--- config.mk ---
export PLATFORM = sky130hd
export DESIGN_NAME = fgl_loop_config
export DESIGN_NICKNAME = d
export VERILOG_FILES = /design/src/fgl_pkg.sv /design/src/fgl_loop_config.sv /design/src/fgl_pulse_div.sv
export SDC_FILE = /design/constraint.sdc
export NUM_CORES = 1
export LEC_CHECK = 0
export BUFFER_PORTS_ARGS = -buffer_cell sky130_fd_sc_hd__buf_2
export CAP_MARGIN = 10
export CORE_ASPECT_RATIO = 2
export CORE_MARGIN = 2
export CORE_UTILIZATION = 35
export CTS_CLUSTER_SIZE = 14
export DETAILED_ROUTE_END_ITERATION = 7
export PLACE_DENSITY = 0.62
export RECOVER_POWER = 50
export SLEW_MARGIN = 15
export SYNTH_ARGS = -nofsm -noshare
export SYNTH_HDL_FRONTEND = slang
export SYNTH_SLANG_ARGS = --single-unit
export TNS_END_PERCENT = 5
--- constraint.sdc ---
create_clock -name clk -period 3.8 [get_ports clk]
set_clock_uncertainty 0.05 [all_clocks]
set_input_delay 0.19 -clock clk [delete_from_list [all_inputs] [get_ports clk]]
set_output_delay 0.19 -clock clk [all_outputs]
set_load 0.01 [all_outputs]
--- src/fgl_pkg.sv ---
// package: register map, field layout and encodings of the speed pulse / loop configuration block
package fgl_pkg;

   // ************************************************************
   // register map
   // ************************************************************
   localparam logic [7:0]  LOOP_TUNING_CONFIG_ONE_ADDR = 8'h00;  // config word
   localparam logic [7:0]  STATUS_ADDR                 = 8'h04;  // live state word
   localparam logic [31:0] LOOP_TUNING_RESET           = 32'h0000_0000;
   localparam logic [31:0] LOOP_TUNING_MASK            = 32'h0000_7fff; // bits 14..0 stored

   // ************************************************************
   // field positions
   // ************************************************************
   localparam int MOD_SEL_POS     = 14;
   localparam int PHASE_SEL_LSB   = 12;
   localparam int DIVIDER_LSB     = 8;
   localparam int STOP_POLICY_POS = 7;
   localparam int BEMF_THR_LSB    = 4;
   localparam int SURGE_POS       = 3;
   localparam int DEADTIME_POS    = 2;
   localparam int VLOOP_OFF_POS   = 1;
   localparam int EARLY_BRAKE_POS = 0;

   // ************************************************************
   // axi responses
   // ************************************************************
   localparam logic [1:0] RESP_OKAY   = 2'h0;
   localparam logic [1:0] RESP_SLVERR = 2'h2;

   // ************************************************************
   // encodings
   // ************************************************************
   localparam logic [1:0] PHASE_ALWAYS    = 2'h0;
   localparam logic [1:0] PHASE_CLOSED    = 2'h1;
   localparam logic [1:0] PHASE_FIRST_TRY = 2'h2;
   localparam logic [2:0] BEMF_THR_MAX    = 3'h5;  // codes above are reserved

   // threshold codes 0..5 in millivolts
   localparam logic [7:0] BEMF_MV_0 = 8'h01;
   localparam logic [7:0] BEMF_MV_1 = 8'h02;
   localparam logic [7:0] BEMF_MV_2 = 8'h05;
   localparam logic [7:0] BEMF_MV_3 = 8'h0a;
   localparam logic [7:0] BEMF_MV_4 = 8'h14;
   localparam logic [7:0] BEMF_MV_5 = 8'h1e;

   // motor operating phase reported by the commutation engine
   typedef enum logic [1:0] {
      FGL_IDLE, FGL_ALIGN, FGL_OPEN, FGL_CLOSED
   } fgl_phase_t;

   // decoded configuration travelling together
   typedef struct packed {
      logic       discontinuous_svm;
      logic [1:0] speed_pulse_phase_select;
      logic [3:0] speed_pulse_divider;
      logic       speed_pulse_stop_policy;
      logic [2:0] back_emf_stop_threshold;
      logic       surge_guard_enable;
      logic       deadtime_comp_enable;
      logic       velocity_loop_off;
      logic       early_stop_brake_select;
   } fgl_cfg_t;

endpackage

--- src/fgl_loop_config.sv ---
// loop configuration register, speed pulse output gating and stop action decode
//
// Summary of operation
// - bit clear continuous, set discontinuous modulation
// - phase select zero pulses open and closed
// - phase select one pulses closed loop only
// - phase select two open loop first try
// - divider codes 0,1 by one, else code
// - stop policy clear pulses while driving
// - stop policy set stops below bemf threshold
// - threshold codes map 1..30 mV, 6-7 reserved
// - early stop brake chooses hi-z or low-side
//
// ************************************************************
// behaviour notes
// ************************************************************
// the configuration word sits at the first register address
// only bits 14 down to 0 are stored, upper bits read as zero
// writes merge byte lanes under the write strobes
// a write to any other address answers slverr and stores nothing
// reads of unmapped addresses answer slverr with zero data
// the second address returns a live state word:
//    bits 1..0  motor phase from the commutation engine
//    bit 2      phase select holds the undefined code
//    bit 3      threshold field holds a reserved code
//    bit 4      early stop chose high impedance
//    bit 5      early stop chose low-side braking
//    bit 6      speed pulses currently allowed
//    bit 7      pulses halted by low back-emf
// write address and data are taken in either order
// the write answer follows one cycle after both are held
// the read answer follows one cycle after the address is taken
// only one write and one read are open at a time
// speed pulses appear two cycles after the raw engine event
// the divider counts only gated events, so a closed gate
//    leaves a partial count that carries into the next run
// a divider change mid-count takes effect at the next compare
// reserved threshold codes clamp to the widest window
// the undefined phase select code blocks all pulses
// the back-emf stop latch clears when drive resumes in open loop
// early stop outputs are levels, valid only while requested
//
module fgl_loop_config (
   // clock and reset
   input  wire logic                 clk,
   input  wire logic                 srst,
   // axi4-lite write address
   input  wire logic [7:0]           s_axi_awaddr,
   input  wire logic                 s_axi_awvalid,
   output logic                      s_axi_awready,
   // axi4-lite write data
   input  wire logic [31:0]          s_axi_wdata,
   input  wire logic [3:0]           s_axi_wstrb,
   input  wire logic                 s_axi_wvalid,
   output logic                      s_axi_wready,
   // axi4-lite write response
   output logic [1:0]                s_axi_bresp,
   output logic                      s_axi_bvalid,
   input  wire logic                 s_axi_bready,
   // axi4-lite read address
   input  wire logic [7:0]           s_axi_araddr,
   input  wire logic                 s_axi_arvalid,
   output logic                      s_axi_arready,
   // axi4-lite read data
   output logic [31:0]               s_axi_rdata,
   output logic [1:0]                s_axi_rresp,
   output logic                      s_axi_rvalid,
   input  wire logic                 s_axi_rready,
   // motor engine status
   input  wire fgl_pkg::fgl_phase_t  motor_phase,
   input  wire logic                 motor_driven,
   input  wire logic                 first_try,
   input  wire logic                 elec_pulse,
   input  wire logic [7:0]           bemf_mv,
   input  wire logic                 recirc_stop_req,
   // decoded configuration to engine
   output fgl_pkg::fgl_cfg_t         cfg,
   output logic [7:0]                bemf_thr_mv,
   output logic                      stop_hiz,
   output logic                      stop_low_brake,
   // speed pulse pin
   output logic                      speed_pulse_output
);

   // ************************************************************
   // storage
   // ************************************************************
   logic [31:0] loop_tuning_config_one;  // software configuration word
   logic        aw_held;                 // write address captured
   logic        w_held;                  // write data captured
   logic [7:0]  aw_addr;                 // captured write address
   logic [31:0] w_data;                  // captured write data
   logic [3:0]  w_strb;                  // captured strobes
   logic        pulse_gate;              // pulses allowed now
   logic        bemf_stopped;            // pulses halted by low bemf
   logic        divided_pulse;           // divider output
   logic [31:0] status_word;             // live state readback
   logic [31:0] next_cfg_word;           // merged write value

   // ************************************************************
   // field decode
   // ************************************************************
   // modulation select bit
   assign cfg.discontinuous_svm        = loop_tuning_config_one[fgl_pkg::MOD_SEL_POS];
   assign cfg.speed_pulse_phase_select = loop_tuning_config_one[fgl_pkg::PHASE_SEL_LSB +: 2];
   assign cfg.speed_pulse_divider      = loop_tuning_config_one[fgl_pkg::DIVIDER_LSB +: 4];
   assign cfg.speed_pulse_stop_policy  = loop_tuning_config_one[fgl_pkg::STOP_POLICY_POS];
   assign cfg.back_emf_stop_threshold  = loop_tuning_config_one[fgl_pkg::BEMF_THR_LSB +: 3];
   assign cfg.surge_guard_enable       = loop_tuning_config_one[fgl_pkg::SURGE_POS];
   assign cfg.deadtime_comp_enable     = loop_tuning_config_one[fgl_pkg::DEADTIME_POS];
   assign cfg.velocity_loop_off        = loop_tuning_config_one[fgl_pkg::VLOOP_OFF_POS];
   assign cfg.early_stop_brake_select  = loop_tuning_config_one[fgl_pkg::EARLY_BRAKE_POS];

   // threshold code to millivolts
   always_comb begin
      case (cfg.back_emf_stop_threshold)
         3'h0:    bemf_thr_mv = fgl_pkg::BEMF_MV_0;
         3'h1:    bemf_thr_mv = fgl_pkg::BEMF_MV_1;
         3'h2:    bemf_thr_mv = fgl_pkg::BEMF_MV_2;
         3'h3:    bemf_thr_mv = fgl_pkg::BEMF_MV_3;
         3'h4:    bemf_thr_mv = fgl_pkg::BEMF_MV_4;
         3'h5:    bemf_thr_mv = fgl_pkg::BEMF_MV_5;
         default: bemf_thr_mv = fgl_pkg::BEMF_MV_5;  // reserved: clamp to widest
      endcase
   end

   // ************************************************************
   // speed pulse phase gating
   // ************************************************************
   always_comb begin
      case (cfg.speed_pulse_phase_select)
         fgl_pkg::PHASE_ALWAYS:
            pulse_gate = (motor_phase == fgl_pkg::FGL_OPEN) || (motor_phase == fgl_pkg::FGL_CLOSED);
         fgl_pkg::PHASE_CLOSED:
            pulse_gate = (motor_phase == fgl_pkg::FGL_CLOSED);
         fgl_pkg::PHASE_FIRST_TRY:
            pulse_gate = (motor_phase == fgl_pkg::FGL_CLOSED) ||
                         ((motor_phase == fgl_pkg::FGL_OPEN) && first_try);
         default:
            pulse_gate = 1'b0;  // undefined code: no pulses
      endcase
   end

   // ************************************************************
   // bemf stop latch
   // ************************************************************
   // set once bemf falls below threshold, cleared when drive restarts in open loop
   always_ff @(posedge clk) begin
      if (srst) begin
         bemf_stopped <= 1'b0;
      end else if (!cfg.speed_pulse_stop_policy) begin
         bemf_stopped <= 1'b0;
      end else if (bemf_mv < bemf_thr_mv) begin
         bemf_stopped <= 1'b1;
      end else if (motor_driven && motor_phase == fgl_pkg::FGL_OPEN) begin
         bemf_stopped <= 1'b0;
      end
   end

   // ************************************************************
   // divider and output pin
   // ************************************************************
   fgl_pulse_div u_div (
      .clk       (clk),
      .srst      (srst),
      .divider   (cfg.speed_pulse_divider),
      .pulse_in  (elec_pulse && pulse_gate),
      .pulse_out (divided_pulse)
   );

   always_ff @(posedge clk) begin
      if (srst) begin
         speed_pulse_output <= 1'b0;
      end else if (cfg.speed_pulse_stop_policy) begin
         speed_pulse_output <= divided_pulse && !bemf_stopped;
      end else begin
         speed_pulse_output <= divided_pulse && motor_driven;
      end
   end

   // ************************************************************
   // early stop action
   // ************************************************************
   always_ff @(posedge clk) begin
      if (srst) begin
         stop_hiz       <= 1'b0;
         stop_low_brake <= 1'b0;
      end else if (recirc_stop_req &&
                   (motor_phase == fgl_pkg::FGL_ALIGN || motor_phase == fgl_pkg::FGL_OPEN)) begin
         stop_hiz       <= !cfg.early_stop_brake_select;
         stop_low_brake <= cfg.early_stop_brake_select;
      end else begin
         stop_hiz       <= 1'b0;
         stop_low_brake <= 1'b0;
      end
   end

   // ************************************************************
   // axi write channel
   // ************************************************************
   assign s_axi_awready = !aw_held && !s_axi_bvalid;
   assign s_axi_wready  = !w_held && !s_axi_bvalid;

   // byte-lane merge of write data
   always_comb begin
      next_cfg_word = loop_tuning_config_one;
      for (int i = 0; i < 4; i++) begin
         if (w_strb[i]) begin
            next_cfg_word[i*8 +: 8] = w_data[i*8 +: 8];
         end
      end
      next_cfg_word = next_cfg_word & fgl_pkg::LOOP_TUNING_MASK;
   end

   // capture address and data in either order, answer once both held
   always_ff @(posedge clk) begin
      if (srst) begin
         aw_held      <= 1'b0;
         w_held       <= 1'b0;
         aw_addr      <= 8'h00;
         w_data       <= 32'h0000_0000;
         w_strb       <= 4'h0;
         s_axi_bvalid <= 1'b0;
         s_axi_bresp  <= fgl_pkg::RESP_OKAY;
      end else begin
         if (s_axi_awvalid && s_axi_awready) begin
            aw_held <= 1'b1;
            aw_addr <= s_axi_awaddr;
         end
         if (s_axi_wvalid && s_axi_wready) begin
            w_held <= 1'b1;
            w_data <= s_axi_wdata;
            w_strb <= s_axi_wstrb;
         end
         if (aw_held && w_held) begin
            aw_held      <= 1'b0;
            w_held       <= 1'b0;
            s_axi_bvalid <= 1'b1;
            s_axi_bresp  <= (aw_addr == fgl_pkg::LOOP_TUNING_CONFIG_ONE_ADDR) ?
                            fgl_pkg::RESP_OKAY : fgl_pkg::RESP_SLVERR;
         end else if (s_axi_bvalid && s_axi_bready) begin
            s_axi_bvalid <= 1'b0;
         end
      end
   end

   // configuration register
   always_ff @(posedge clk) begin
      if (srst) begin
         loop_tuning_config_one <= fgl_pkg::LOOP_TUNING_RESET;
      end else if (aw_held && w_held && aw_addr == fgl_pkg::LOOP_TUNING_CONFIG_ONE_ADDR) begin
         loop_tuning_config_one <= next_cfg_word;
      end
   end

   // ************************************************************
   // axi read channel
   // ************************************************************
   assign s_axi_arready = !s_axi_rvalid;

   assign status_word = {24'h00_0000, bemf_stopped, pulse_gate, stop_low_brake, stop_hiz,
                         (cfg.back_emf_stop_threshold > fgl_pkg::BEMF_THR_MAX),
                         (cfg.speed_pulse_phase_select == 2'h3), motor_phase};

   always_ff @(posedge clk) begin
      if (srst) begin
         s_axi_rvalid <= 1'b0;
         s_axi_rdata  <= 32'h0000_0000;
         s_axi_rresp  <= fgl_pkg::RESP_OKAY;
      end else if (s_axi_arvalid && s_axi_arready) begin
         s_axi_rvalid <= 1'b1;
         case (s_axi_araddr)
            fgl_pkg::LOOP_TUNING_CONFIG_ONE_ADDR: begin
               s_axi_rdata <= loop_tuning_config_one;
               s_axi_rresp <= fgl_pkg::RESP_OKAY;
            end
            fgl_pkg::STATUS_ADDR: begin
               s_axi_rdata <= status_word;
               s_axi_rresp <= fgl_pkg::RESP_OKAY;
            end
            default: begin
               s_axi_rdata <= 32'h0000_0000;
               s_axi_rresp <= fgl_pkg::RESP_SLVERR;
            end
         endcase
      end else if (s_axi_rvalid && s_axi_rready) begin
         s_axi_rvalid <= 1'b0;
      end
   end

endmodule

--- src/fgl_pulse_div.sv ---
// speed pulse divider: passes one of every n electrical pulses
module fgl_pulse_div (
   // clock and reset
   input  wire logic       clk,
   input  wire logic       srst,
   // control
   input  wire logic [3:0] divider,
   input  wire logic       pulse_in,
   // output
   output logic            pulse_out
);

   logic [3:0] count;  // pulses seen since last pass
   logic [3:0] limit;  // effective divide ratio

   // codes zero and one both divide by one
   assign limit = (divider == 4'h0) ? 4'h1 : divider;

   // ************************************************************
   // counter and registered output
   // ************************************************************
   always_ff @(posedge clk) begin
      if (srst) begin
         count     <= 4'h0;
         pulse_out <= 1'b0;
      end else begin
         pulse_out <= 1'b0;
         if (pulse_in) begin
            if (count + 4'h1 >= limit) begin
               count     <= 4'h0;
               pulse_out <= 1'b1;
            end else begin
               count <= count + 4'h1;
            end
         end
      end
   end

endmodule
==> results of run 1 <==
[per-stage QoR]
step / instances / worst slack (ns)
2_1_floorplan: 380 / 1.811
5_1_grt: 556 / 1.354
6_report: 556 / 1.549
3_3_place_gp: 540 / 1.651
3_5_place_dp: 540 / 1.560
4_1_cts: 556 / 1.556
[worst max-delay path, cell delays in order (launching register included)]
cell and delay [ns]:
dfxtp_1 0.38, inv_1 0.07, a31o_2 0.25, ha_1 0.26, nand2b_1 0.14, a2111oi_0 0.60, o41ai_1 0.25, a21oi_1 0.17
[area by class of cell]
cell class / count / area (sq um) / share of cell area
Sequential cell: 70 / 1401 / 0.3705
Tap cell: 100 / 125.1 / 0.03308
Clock buffer: 10 / 239.0 / 0.06318
Multi-Input combinational cell: 256 / 1479 / 0.3910
Clock inverter: 6 / 36.28 / 0.009593
Timing Repair Buffer: 99 / 445.4 / 0.1178
Inverter: 15 / 56.30 / 0.01489
[cells by family after synthesis]
family                   after synthesis
AND/OR/NAND/NOR                      128
multiplexers                          21
buffers and inverters                 54
adder cells (fa/ha/maj)               11
other                                  1
AO/OA/AOI/OAI                         72
XOR/XNOR                               2
flip-flops                            70
[synthesized netlist by cell type, drive strengths merged (2+ instances only)]
cell type / n
a22oi: 12
or4: 2
a21oi: 41
buf: 24
and2: 3
nor4: 5
xor2: 2
nand4: 2
inv: 15
nand2: 58
mux2i: 17
clkbuf: 15
nor2b: 2
dfxtp: 70
nor3: 3
nor2: 35
a31oi: 3
o21ai: 6
a31o: 2
nand2b: 6
or3: 6
mux2: 4
ha: 11
[registers in the layout, indices dropped and copies added (netlist names)]
register                count
s_axi_rresp                 1
w_strb                      2
loop_tuning_config_one     15
s_axi_bresp                 1
bemf_stopped                1
u_div.count                 4
speed_pulse_output          1
w_held                      1
s_axi_rvalid                1
s_axi_rdata                15
stop_low_brake              1
u_div.pulse_out             1
stop_hiz                    1
aw_addr                     8
s_axi_bvalid                1
aw_held                     1
w_data                     15
[per-layer routing]
metal / wire, um / up-vias / share of wire
met1: 2655 / 1215 / 0.36
met3: 394 / 16 / 0.054
met5: 0 / - / 0
met2: 4011 / 90 / 0.55
li1: - / 1366 / -
met4: 214 / 0 / 0.029
[path summary, 6_finish.rpt]
| check | start | end | slack (ns) | cells after the start |
|---|---|---|---|---|
| worst max register to register | loop_tuning_config_one[11] | u_div.count[2] | 1.55 | 7 |
| worst min-delay path | s_axi_awaddr[0] | aw_addr[0] | 0.04 | 3 |
| worst max-delay path | loop_tuning_config_one[11] | u_div.count[2] | 1.55 | 7 |
| worst min register to register | w_data[10] | w_data[10] | 0.40 | 2 |
[power breakdown]
part | total, mW | internal [mW] | switching (mW)
clock network | 0.764 | 0.456 | 0.308
logic | 0.145 | 0.0543 | 0.0908
registers | 0.773 | 0.759 | 0.0139
total | 1.68 | 1.27 | 0.413
==> out/metrics.cfg, run 1 <==
[yosys]
ys_async_sr_fraction=0
synthXorXnorAreaFrac=0.005675
syn_inst=359
synth_compound_area_frac=0.1407
ys_ff_latch=70
synthAdderAreaFrac=0.04459
ys_top_cells_by_area=dfxtp_1 (45%), nand2_1 (7.1%), a21oi_1 (6.5%)
synth_top_family_by_area=simple AND/OR/NAND/NOR gates
ys_types=42
avgSynthCellArea_sq_um=8.598
synthDominantCellAreaShare=0.4540
synth_edf_count=0
yosysWarningCount=0
synth_simple_gate_area_frac=0.1917
synth_top_cell_by_area=dfxtp_1
ys_seq_area_frac=0.4540
ys.flop_type=dfxtp_1
synth_mux_area_frac=0.06972
synth_area_sq_um=3087

[sta]
rsz0062_at_grt=no
hold_violations=0
period_share=0.5925
maxSlewViolCount=0
fmax_ghz=0.4441
worst_slew_pin_slew_ns=0.8698
timing.hold.ws_ns=0.04415
finalSetupTns_ns=0
layout_min_cycle_time_ns=2.252
relSlewSlack=0.4201
setup_violations=0

[clocking]
hold_buffers=0
clk_latency_ns=0.33
clock_path_buffers=2
cts_sinks=70
cts_resized=0
cts-htree-levels=3
cts-root-buf=clkbuf_16
cts_buffers=9
cts_setup_buffers=0
cts_tree=done
clk_pin_slew_ns=0.06

[drt]
drtIter0Drc=89
via_count=2687
drcViolationCount=0
vias_per_cell=4.833
ant_nets=0
dr.pass1.iters=4
post_drt_wl_per_cell_um=13.09
routed_wl_um=7276

[setup_path]
arrival_ns=2.46
critPathKind=flip-flop to flip-flop
startpoint_type=flip-flop
cp-end-kind=flip-flop
cp_data_required_time_ns=4.01
cp_max_fo=4

[global_routing]
grt_pass1_vias=2486
grt_max_degree=35
antenna_found_initial=0
grt_pass1_wl_um=11560
overflow=0
grt.met3_usage=0.04418
met2_usage=0.2904
grt.total_usage=0.1556
use_met1=0.1509
busiest_layer=met2

[die]
io_pins=140
die_h_um=136.8
dieArea_sq_um=9632
core_area_sq_um=8588
rows=48
start_util=0.3594
die_w_um=70.41

[power]
power.static_leakage_nw=1.666
p_total_mw=1.682
power_density_nw_per_um2=444.8
peakVddDrop_mv=0.3016

[place]
io_buffers=98
gp_congestion=0.8439
place_area_sq_um=3560
hpwl_um=5637

[run_status]
outcome=finished, final reports clean

[layout]
final_util=0.4404
final_common_cell=dfxtp_1
mostFrequentLayoutCells=dfxtp_1 (70), nand2_1 (58), buf_2 (56), clkbuf_1 (42), a21oi_1 (40)
syn2layout_area_growth_pct=22.54
nets=535
stdcell_area_sq_um=3782
diodes=0
drive_gt1_frac=0.1798
num-fill-cells=898

[hold_path]
hold_path.class=input port to flip-flop

[job]
maxCapViolCount=0

Note: power is estimated with default switching activity, not from simulation.
==> run 2, diff against run 1 <==
- clock period: 3.8 -> 2.32 ns (I/O delays scaled with it)
==> out/metrics.cfg, run 2 (synthesized netlist as in run 1, its figures left out) <==
[drt]
drtIter0Drc=115  ; +29%
dr.pass1.iters=4  ; unchanged
drcViolationCount=0  ; unchanged
ant_nets=0  ; unchanged
via_count=2815  ; +4.8%
routed_wl_um=7632  ; +4.9%
vias_per_cell=4.820  ; -0.26%
post_drt_wl_per_cell_um=13.07  ; -0.14%

[layout]
final_common_cell=dfxtp_1
finalNonFillerCells=584  ; +5.0%
num-fill-cells=888  ; -1.1%
drive_gt1_frac=0.1632  ; -0.01660
final_util=0.4722  ; +0.03176
diodes=0  ; unchanged
nets=565  ; +5.6%
syn2layout_area_growth_pct=31.37
top_regs=loop_tuning_config_one: 15 flops, s_axi_rdata: 15 flops, w_data: 15 flops
mostFrequentLayoutCells=dfxtp_1 (70), nand2_1 (58), buf_2 (56), clkbuf_1 (46), a21oi_1 (40)

[place]
hpwl_um=5743  ; +1.9%
placedCellCount=543  ; +0.56%
io_buffers=98  ; unchanged
gp_congestion=0.8319  ; -1.4%

[power]
power.static_leakage_nw=1.772  ; +6.4%
peakVddDrop_mv=0.4435  ; +47%
power_density_nw_per_um2=680.4  ; +53%

[clocking]
cts_tree=done
clk_pin_slew_ns=0.05  ; about the same
cts_sinks=70  ; unchanged
clk_latency_ns=0.33  ; about the same
clock_path_buffers=2  ; unchanged
cts-root-buf=clkbuf_16
cts-htree-levels=3  ; unchanged
cts_setup_buffers=0  ; unchanged
cts_buffers=9  ; unchanged

[sta]
rsz0062_at_grt=no
fmax_ghz=0.4710  ; +6.0%
layout_min_cycle_time_ns=2.123  ; -0.1282 ns
period_share=0.9152  ; +0.3227
finalSetupTns_ns=0  ; unchanged
relSlewSlack=0.4152  ; -0.004899
setup_violations=0  ; unchanged
worst_slew_pin_slew_ns=0.8772  ; +0.007348 ns
timing.hold.ws_ns=0.004366  ; -0.03978 ns
hold_violations=0  ; unchanged
maxSlewViolCount=0  ; unchanged

[setup_path]
cp-end-kind=flip-flop
cp_data_required_time_ns=2.53  ; -1.48 ns
slowest_stage=a2111oi_1
crit_family=compound AO/OA/AOI/OAI gates
slowest_delay_ns=0.51  ; -0.09 ns
critPathKind=flip-flop to flip-flop
critical_path_buf_inv_count=1  ; unchanged
arrival_ns=2.33  ; -0.13 ns
cp_cell_sequence=inv_1, a31o_2, ha_1, nand2b_1, a2111oi_1, o41ai_1, a21oi_1
startpoint_type=flip-flop
cp_max_fo=4  ; unchanged

[global_routing]
grt_pass1_vias=2604  ; +4.7%
antenna_found_initial=0  ; unchanged
grt.total_usage=0.1644  ; +0.008814
overflow=0  ; unchanged
grt_max_degree=37  ; +5.7%
grt_pass1_wl_um=12170  ; +5.3%

[die]
start_util=0.3594  ; unchanged
core_area_sq_um=8588  ; unchanged
io_pins=140  ; unchanged
rows=48  ; unchanged
die_w_um=70.41  ; unchanged
die_h_um=136.8  ; unchanged
dieArea_sq_um=9632  ; unchanged

[hold_path]
hold_path.class=input port to flip-flop

[job]
maxCapViolCount=0  ; unchanged

[run_status]
outcome=finished, final reports clean

run 2: changes by cell type in the layout (fill, tap and decap cells not counted):
cell / delta
a2111oi_0: -1
a2111oi_1: +1
buf_4: +2
clkbuf_1: +4
clkinv_2: -4
dlygate4sd3_1: +27
inv_6: -1
run 2: layout make-up:
cell class | count | area [sq um] | share of cell area
multi-input cells | 256 | 1480 | 0.3650
clock buffers | 13 | 250.2 | 0.06171
inverters | 15 | 56.30 | 0.01388
well taps | 100 | 125.1 | 0.03085
repair buffers | 129 | 734.5 | 0.1811
flip-flops and latches | 70 | 1401 | 0.3456
clock inverters | 1 | 7.507 | 0.001851
run 2: stage by stage:
step / setup slack, ns / area (sq um) / total power, mW
floorplan: 0.3307 / 3166 / 1.470
global placement: 0.2318 / 3582 / 1.534
detailed placement: 0.1235 / 3582 / 1.540
CTS: 0.1209 / 4110 / 2.794
global route: 0.02895 / 4055 / 2.882
finish: 0.1967 / 4055 / 2.759
run 2: routing by layer:
metal  wire length, um  global-route usage  vias to the layer above
met5                 0                   0                        -
met4               266             0.08654                        0
met3               395             0.05228                       21
met2              4133              0.3035                       89
met1              2836              0.1596                     1281
li1                  -                   -                     1424
run 2: final timing paths:
check	startpoint	end	slack, ns	depth (start not counted)
worst max-delay path	loop_tuning_config_one[11]	u_div.count[2]	0.20	7
worst min-delay path	s_axi_wdata[5]	w_data[5]	0.004	3
worst max register to register	loop_tuning_config_one[11]	u_div.count[2]	0.20	7
worst min register to register	w_data[0]	w_data[0]	0.40	2
run 2: repair_timing:
| action | 4_1_cts | 5_1_grt |
|---|---|---|
| setup endpoints to repair | 0 | 4 |
| gates resized for setup | 0 | 1 |
| hold endpoints to repair | 28 | 0 |
| hold buffers | 27 | 0 |
run 2: worst register-to-register path, cell delays in order (launching register included):
cell       delay [ns]
dfxtp_1          0.37
inv_1            0.07
a31o_2           0.24
ha_1             0.26
nand2b_1         0.14
a2111oi_1        0.51
o41ai_1          0.23
a21oi_1          0.17
run 2: power breakdown:
part	internal, mW	leakage, nW	switching (mW)
Clock	0.741	0.122	0.474
Combinational	0.120	1.08	0.158
Sequential	1.24	0.569	0.0225
Total	2.10	1.77	0.655
